==> config.mk <==
export PLATFORM = sky130hd
export DESIGN_NAME = pwm_chopper
export DESIGN_NICKNAME = d
export VERILOG_FILES = /design/src/inc/chopper_pkg.sv /design/src/logic/pwm_chopper.sv
export SDC_FILE = /design/constraint.sdc
export NUM_CORES = 1
export LEC_CHECK = 0
export BUFFER_PORTS_ARGS = -buffer_cell sky130_fd_sc_hd__buf_2
export CAP_MARGIN = 10
export CORE_MARGIN = 2
export CORE_UTILIZATION = 45
export DETAILED_ROUTE_END_ITERATION = 16
export PLACE_DENSITY = 0.75
export RECOVER_POWER = 50
export SYNTH_ARGS = -nofsm -noshare
export SYNTH_HDL_FRONTEND = slang
export SYNTH_SLANG_ARGS = --single-unit
==> constraint.sdc <==
create_clock -name pclk -period 6.27 [get_ports pclk]
set_clock_uncertainty 0.2 [all_clocks]
set_input_delay 0.9405 -clock pclk [delete_from_list [all_inputs] [get_ports pclk]]
set_output_delay 0.9405 -clock pclk [all_outputs]
set_load 0.02 [all_outputs]
==> src/inc/chopper_pkg.sv <==
package chopper_pkg;

  // ----------------------------------------
  // register map (byte addresses)
  // ----------------------------------------
  localparam logic [11:0] RISE_DELAY_OFFSET = 12'h000;
  localparam logic [11:0] FALL_DELAY_OFFSET = 12'h004;
  localparam logic [11:0] CHOPPER_CTRL_OFFSET = 12'h008;
  localparam logic [11:0] DEADBAND_MODE_OFFSET = 12'h00C;

  localparam int DELAY_W = 10;
  localparam logic [15:0] RISE_DELAY_RESET = 16'h0000;
  localparam logic [15:0] FALL_DELAY_RESET = 16'h0000;
  localparam logic [15:0] CHOPPER_CTRL_RESET = 16'h0000;
  localparam logic [1:0] DEADBAND_MODE_RESET = 2'h0;

  // ----------------------------------------
  // chopper control field positions
  // ----------------------------------------
  localparam int CHOP_EN_BIT = 0;
  localparam int PULSE_W_LO = 1;
  localparam int PULSE_W_HI = 4;
  localparam int FREQ_LO = 5;
  localparam int FREQ_HI = 7;
  localparam int DUTY_LO = 8;
  localparam int DUTY_HI = 10;
  localparam int CTRL_USED_HI = 10;

  // ----------------------------------------
  // timing
  // ----------------------------------------
  localparam int CLK_RATE_MHZ = 100;
  localparam int BASE_DIV = 8;
  localparam logic [2:0] BASE_DIV_LAST = 3'(BASE_DIV - 1);
  localparam logic [2:0] DUTY_RESERVED = 3'h7;
  localparam logic [1:0] DB_BYPASS_BOTH = 2'h0;

  typedef struct packed {
    logic [2:0] carrier_duty_sel;
    logic [2:0] carrier_freq_sel;
    logic [3:0] first_pulse_width;
    logic chopping_on;
  } chop_cfg_t;

  typedef struct packed {
    logic a;
    logic b;
  } pwm_pair_t;

endpackage

==> src/logic/pwm_chopper.sv <==
// Our own choices: the APB register port and the address map.
`timescale 1ns/1ps
module pwm_chopper
  import chopper_pkg::*;
(
  input wire logic pclk,
  input wire logic presetn,
  input wire logic psel,
  input wire logic penable,
  input wire logic pwrite,
  input wire logic [11:0] paddr,
  input wire logic [31:0] pwdata,
  output logic [31:0] prdata,
  output logic pready,
  output logic pslverr,
  input wire pwm_pair_t qual_in,
  input wire pwm_pair_t deadband_in,
  output logic [DELAY_W-1:0] rise_delay_count,
  output logic [DELAY_W-1:0] fall_delay_count,
  output logic pwm_out_a,
  output logic pwm_out_b
);

  // ----------------------------------------
  // apb register file
  // ----------------------------------------
  logic [DELAY_W-1:0] rise_delay_reg;
  logic [DELAY_W-1:0] fall_delay_reg;
  chop_cfg_t chopper_ctrl_reg;
  logic [1:0] db_mode_reg;

  // one address decode shared by every register select
  function automatic logic addr_is(input logic [11:0] a, input logic [11:0] off);
    return a == off;
  endfunction

  wire wr_en = psel & penable & pwrite;
  wire rd_setup = psel & ~penable & ~pwrite;
  wire hit_rise = addr_is(paddr, RISE_DELAY_OFFSET);
  wire hit_fall = addr_is(paddr, FALL_DELAY_OFFSET);
  wire hit_ctrl = addr_is(paddr, CHOPPER_CTRL_OFFSET);
  wire hit_mode = addr_is(paddr, DEADBAND_MODE_OFFSET);
  wire hit_any = hit_rise | hit_fall | hit_ctrl | hit_mode;

  assign pready = 1'b1;
  assign pslverr = psel & penable & ~hit_any;

  always_ff @(posedge pclk or negedge presetn) begin
    if (!presetn) begin
      rise_delay_reg <= RISE_DELAY_RESET[DELAY_W-1:0];
    end else if (wr_en && hit_rise) begin
      rise_delay_reg <= pwdata[DELAY_W-1:0];
    end
  end

  always_ff @(posedge pclk or negedge presetn) begin
    if (!presetn) begin
      fall_delay_reg <= FALL_DELAY_RESET[DELAY_W-1:0];
    end else if (wr_en && hit_fall) begin
      fall_delay_reg <= pwdata[DELAY_W-1:0];
    end
  end

  always_ff @(posedge pclk or negedge presetn) begin
    if (!presetn) begin
      chopper_ctrl_reg <= CHOPPER_CTRL_RESET[CTRL_USED_HI:0];
    end else if (wr_en && hit_ctrl) begin
      chopper_ctrl_reg <= pwdata[CTRL_USED_HI:0];
    end
  end

  always_ff @(posedge pclk or negedge presetn) begin
    if (!presetn) begin
      db_mode_reg <= DEADBAND_MODE_RESET;
    end else if (wr_en && hit_mode) begin
      db_mode_reg <= pwdata[1:0];
    end
  end

  // reserved bits read as zero
  wire [31:0] rd_rise = {22'h0, rise_delay_reg};
  wire [31:0] rd_fall = {22'h0, fall_delay_reg};
  wire [31:0] rd_ctrl = {21'h0, chopper_ctrl_reg};
  wire [31:0] rd_mode = {30'h0, db_mode_reg};

  wire [31:0] rd_word = hit_rise ? rd_rise :
                        hit_fall ? rd_fall :
                        hit_ctrl ? rd_ctrl :
                        hit_mode ? rd_mode : 32'h0;

  // captured in the setup phase so the word stands through the access phase
  always_ff @(posedge pclk or negedge presetn) begin
    if (!presetn) begin
      prdata <= 32'h0;
    end else if (rd_setup) begin
      prdata <= rd_word;
    end
  end

  assign rise_delay_count = rise_delay_reg;
  assign fall_delay_count = fall_delay_reg;

  // ----------------------------------------
  // input select
  // ----------------------------------------
  pwm_pair_t chop_in;
  assign chop_in = (db_mode_reg == DB_BYPASS_BOTH) ? qual_in : deadband_in;

  // ----------------------------------------
  // clock/8 base tick
  // ----------------------------------------
  logic [2:0] base_cnt_reg;
  wire base_tick = (base_cnt_reg == BASE_DIV_LAST);

  always_ff @(posedge pclk or negedge presetn) begin
    if (!presetn) base_cnt_reg <= 3'h0;
    else base_cnt_reg <= base_cnt_reg + 3'h1;
  end

  // ----------------------------------------
  // carrier: 8 slots per period, each slot lasts (freq+1) clocks,
  // so one period is the clock divided by 8 and then by (freq+1)
  // ----------------------------------------
  logic [2:0] pre_cnt_reg;
  logic [2:0] pre_cnt_next;
  logic [2:0] slot_reg;
  logic [2:0] slot_next;
  wire pre_last = (pre_cnt_reg == chopper_ctrl_reg.carrier_freq_sel);

  // a smaller code written mid-count must not leave the prescaler above it
  wire pre_wrap = pre_last | (pre_cnt_reg > chopper_ctrl_reg.carrier_freq_sel);
  assign pre_cnt_next = pre_wrap ? 3'h0 : pre_cnt_reg + 3'h1;
  assign slot_next = pre_wrap ? slot_reg + 3'h1 : slot_reg;

  always_ff @(posedge pclk or negedge presetn) begin
    if (!presetn) begin
      pre_cnt_reg <= 3'h0;
    end else begin
      pre_cnt_reg <= pre_cnt_next;
    end
  end

  always_ff @(posedge pclk or negedge presetn) begin
    if (!presetn) begin
      slot_reg <= 3'h0;
    end else begin
      slot_reg <= slot_next;
    end
  end

  // reserved duty code keeps the carrier low rather than guessing a duty
  wire carrier = (chopper_ctrl_reg.carrier_duty_sel != DUTY_RESERVED) &&
                 (slot_reg <= chopper_ctrl_reg.carrier_duty_sel);

  // ----------------------------------------
  // per-channel one-shot and gating
  // ----------------------------------------
  logic [1:0] in_bits;
  wire [1:0] chopped;
  wire [1:0] out_next;
  assign in_bits = {chop_in.a, chop_in.b};

  genvar g;
  generate
    for (g = 0; g < 2; g++) begin : g_ch
      logic prev_reg;
      logic shot_reg;
      logic [3:0] shot_cnt_reg;
      wire rise = in_bits[g] & ~prev_reg;

      always_ff @(posedge pclk or negedge presetn) begin
        if (!presetn) begin
          prev_reg <= 1'b0;
        end else begin
          prev_reg <= in_bits[g];
        end
      end

      always_ff @(posedge pclk or negedge presetn) begin
        if (!presetn) begin
          shot_reg <= 1'b0;
          shot_cnt_reg <= 4'h0;
        end else begin
          if (!in_bits[g]) begin
            shot_reg <= 1'b0;
          end else if (rise) begin
            shot_reg <= 1'b1;
            shot_cnt_reg <= chopper_ctrl_reg.first_pulse_width;
          end else if (shot_reg && base_tick) begin
            if (shot_cnt_reg == 4'h0) shot_reg <= 1'b0;
            else shot_cnt_reg <= shot_cnt_reg - 4'h1;
          end
        end
      end
      // pulse covers the rising cycle itself, then the counted ticks
      assign chopped[g] = in_bits[g] & (rise | shot_reg | carrier);
      assign out_next[g] = chopper_ctrl_reg.chopping_on ? chopped[g] : in_bits[g];
    end
  endgenerate

  // registered outputs: one cycle latency in both modes
  always_ff @(posedge pclk or negedge presetn) begin
    if (!presetn) begin
      pwm_out_a <= 1'b0;
    end else begin
      pwm_out_a <= out_next[1];
    end
  end

  always_ff @(posedge pclk or negedge presetn) begin
    if (!presetn) begin
      pwm_out_b <= 1'b0;
    end else begin
      pwm_out_b <= out_next[0];
    end
  end

endmodule

After elaboration in Yosys (flattened, before gate mapping) --
Index checks and enable logic that the tools add are counted.
Storage, ports and cells: logic and storage cells 99, input bits 53, flip-flop bits (word level) 88
Cells by class: add/sub/neg operators 5, equality and inequality tests 12, order comparisons 2, muxes and demuxes 22, bitwise gates (word level) 22, reduce and logical (&&, ||, !) cells 17
Operators by type and width (number):
- $mux W11 | 3
- $eq A12 B4 Y1 const B | 2
- $mux W4 | 6
- $eq A12 B3 Y1 const B | 1
- $logic_not A12 Y1 | 1
- $ne A3 B1 Y1 const B | 4
- $mux W1 | 10
- $add A3 B1 Y3 const B | 3
- $and A1 B1 Y1 | 9
- $logic_not A4 Y1 | 2
- $or A1 B1 Y1 | 8
- $sub A4 B1 Y4 const B | 2
- $logic_and A1 B1 Y1 | 7
- $reduce_and A3 Y1 | 2
- $not A1 Y1 | 5
- $mux W2 | 2
- $ne A2 B2 Y1 const B | 2
- $reduce_and A2 Y1 | 2
- $reduce_bool A2 Y1 | 2
- $eq A3 B3 Y1 | 1
- $eq A3 B3 Y1 const B | 1
- $gt A3 B3 Y1 | 1
- $le A3 B3 Y1 | 1
- $mux W3 | 1
- 2 further kinds | 2

Depth between registers and ports, before layout --
depth after elaboration 7, depth in mapped cells 6, depth with buffers taken out 6

Worst setup path after synthesis --
Ideal clock, no wire load.
path kind input -> output, start point input paddr[7], end point output pslverr, slack 3.167 ns, data arrival time 1.962 ns, cell stages on the path 4, cells stage by stage nor4_2 nand3_2 clkbuf_1 and3_1
On the way: cells in the longest elaborated chain, start to end 6
Ends and longest elaborated chain:
- start: declaration | line pwm_chopper.sv:11 | input wire logic [11:0] paddr,
- $eq A12 B3 Y1 or $logic_not A12 Y1 (tied branches) | line pwm_chopper.sv:34 | return a == off;
- $or A1 B1 Y1 (2 in series) | line pwm_chopper.sv:43 | wire hit_any = hit_rise | hit_fall | hit_ctrl | hit_mode;
- $or A1 B1 Y1 (*) | line pwm_chopper.sv:43
- $not A1 Y1 (*) | line pwm_chopper.sv:46 | assign pslverr = psel & penable & ~hit_any;
- $and A1 B1 Y1 (*) | line pwm_chopper.sv:46
- end: declaration | line pwm_chopper.sv:15 | output logic pslverr,
Every way passes the cells marked *; elsewhere a longest branch is shown, timed or not.

==> results.md <==
- CTS Buf Count: 9
- Startpoint Class: input pin
- Capturing element type of the critical path: asynchronous set/reset pin
- Multiplexer area fraction after synthesis: 15.8%
- Post-synthesis simple-gate area fraction: 12.0%
- WL/cell: 15.2 µm
- Initial DRC count: between 100 and 150
- Hold Path Class: flop to flop
- Synth Instances: 302
- Post-synth EDFFs: 0
- Grt peak-use layer: met2
- DRC Markers: 0
- Setup violators final: 0
- Setup Slack @ Placement: 2670 ps
- Post-synthesis compound-gate area fraction: 8.95%
- Worst-margin pin slew: 3570 ps
- Antenna cell count: 0
- Slew Limit Fails: 68
- RSZ-0062 raised after global routing: false
- Clock Tree Buf Depth: 2
- Setup bufs post-CTS: 0
- Outcome: finished, violations left
- Post-Synth Adder-Cell Area: 5.12%
- Largest area contributor in the netlist: dfrtp_1
- Final worst path period share: 65.5%
- Seq cells post-synth: 67
- WL final: roughly 7000 µm
- CP top delay family: buffers and inverters
- Crit path time final: ~4100 ps
- PortBufs: 65
- Met2 global-route usage: between 20% and 30%
- Internal power: 0.714 mW
- Max Cap Viol: 1
- Hold-fix buffers, CTS: 0
- Detail Route Antenna Nets: 0
- Sw Ratio: between 20% and 30%
- Final Hold Viols: 0
- Pre-antenna DRT Iters: 6
- PD cells: 243 nW/µm²
- Worst rel slew slack: -138%
- Core ar.: 7290 µm²
- Layout cell share with drive strength beyond 1: between 30% and 40%
- Fraction of registers with async set/reset: 100%
- Synth area leaders: dfrtp_1 (49%), mux2_2 (12%), ha_1 (5.1%)
- WP data arrival: about 3600 ps
- Crit Path Class: input pin to asynchronous set/reset pin
- CTS tree: built
- DP HPWL: 5130 µm
- Seq/Total Area, Yosys: 49.0%
- Max incr delay on CP: 2500 ps
- Routed vias/inst: 5.15
- Largest net degree at the start of global routing: 68
- Initial core utilization: 47.0%
- Data required, critical path: around 5700 ps
- Nets: between 400 and 500
- Gr usage total: 18.2%
- Most numerous cell in the Yosys netlist: dfrtp_1
- GPL Wtd Cong: 0.813
- Clk Tree Root Cell: clkbuf_8
- Max IR drop VDD: about 0.096 mV
- Post-Synthesis Cell Area: 3420 µm²
- Met3 Use GR: under 10%
- Clock network power share: 40.8%
- Worst-Skew Late Latency: 350 ps
- Worst-path clk slew: approximately 70 ps
- Setup TNS: 0 ps
- Largest family of logic cells by synthesized area: multiplexers
- Achievable Freq: approximately 0.24 GHz
- Initial antenna violation count: 0
- Synth Area per Inst: 11.3 µm²
- CP max stage cell: clkbuf_1
- Count of different cell masters after synthesis: 42
- Post-synth top cells: dfrtp_1 (67), mux2_2 (36), buf_4 (22)
- Top FF cell, synth: dfrtp_1
- Met1 global-route usage: 24.8%
- Die Wd: 91.2 µm
- Seq pwr share: 47.8%
- Post-cts repair resize count: 0
- Layout area overhead: 15.9%
- Static Leakage: 2.00 nW
- Num ports: 109
- XOR/XNOR share of the synthesized area: 1.53%
- YS warnings: 0
- Logic pwr share: about 11%
- Worst Setup Slack, final: 2170 ps
- DR vias: 2429
- Failing checks: capacitance limit, slew limit
- First-pass GRT wire length: 11700 µm
- Maximum level of the CTS H-tree: 3
- CTS Sinks: 67
- Crit path cell chain: buf_2, clkbuf_1
- Share of the synthesized area in the top cell type: 49.0%
- FP Rows: 31
- DIE AREA: approximately 8300 µm²
- Crit path max fanout: 67
- Vias in the first global route: roughly 2400
- Die height: 91.2 µm
- WP buf/inv: 2
- P_sw: around 0.25 mW
- GRT overflow: 0
## layout make-up
type	count	area [µm²]
repair buffers	67	332
inverters	13	48.8
clock buffers	9	124
multi-input cells	210	1570
well taps	99	124
flip-flops and latches	67	1680
clock inverters	7	91.3
fillers	646	3320
## logic make-up after synthesis
logic type,after synthesis
fa+ha+maj,14
compound gates,47
simple gates,74
mux,47
buf+inv,45
flops,67
xor+xnor,6
other cells,2
## worst register-to-register path, cell delays in order (launching register included)
cell and delay, ps:
dfrtp_1 420, or3b_2 530, a211oi_1 580, mux2_2 400, a21oi_1 140
## worst paths after layout
check,startpoint,endpoint,slack (ps),cells after the start
max,presetn,g_ch[0].shot_cnt_reg[0],2170,2
min,base_cnt_reg[0],base_cnt_reg[0],230,1
max reg2reg,db_mode_reg[1],g_ch[0].shot_cnt_reg[1],3940,4
min reg2reg,base_cnt_reg[0],base_cnt_reg[0],230,1
max in group pclk,paddr[7],pslverr,2870,5
min in group asynchronous,presetn,fall_delay_count[1],1700,2
## cell usage in the layout, fill, tap and decap left out, types with 2 or more instances in the layout
master	netlist	layout
a21o_1	3	3
a2111oi_0	2	2
and2_0	0	3
nor2b_1	5	5
buf_2	3	61
or3b_2	2	2
nand3b_1	5	5
mux4_2	2	2
o21ai_0	7	7
clkinv_2	0	3
nor4_2	2	2
nand3_1	3	3
xnor2_1	5	5
mux2_2	36	36
conb_1	2	22
nor3b_1	2	2
ha_1	14	14
nand4_1	4	4
inv_1	13	13
clkbuf_8	0	9
mux2i_1	9	9
o31ai_1	9	9
a21oi_1	16	16
dfrtp_1	67	67
a21boi_0	2	2
or3_1	2	2
nand2b_1	3	3
nand2_1	21	21
clkbuf_1	6	5
bufinv_16	0	2
a21bo_2	2	2
nor2_1	17	17
a31oi_1	2	2
## power groups by stage
stage          Combinational (mW)  Clock [mW]  Sequential [mW]
2_1_floorplan              0.0826           0            0.466
3_3_place_gp                0.103           0            0.467
3_5_place_dp                0.110           0            0.468
6_report                    0.110       0.393            0.460
4_1_cts                     0.111       0.400            0.460
5_1_grt                     0.123       0.418            0.462
## through the flow
stage               utilization, %  hold slack, ps  instance area [µm²]  total power [mW]  std cells
global placement              51.6             214                 3760             0.570        456
CTS                           54.6             237                 3980             0.970        472
finish                        54.4             230                 3970             0.963        472
detailed placement            51.6             227                 3760             0.578        456
global route                  54.4             268                 3970              1.00        472
floorplan                        -             201                 3500             0.548        322
## metal layers
metal | wire, µm | vias to the layer above
met5 | 0 | -
met4 | 106 | 0
met3 | 409 | 11
met2 | 3300 | 82
met1 | 3350 | 1180
li1 | - | 1156
No activity file was read; power rests on OpenSTA's default activity.
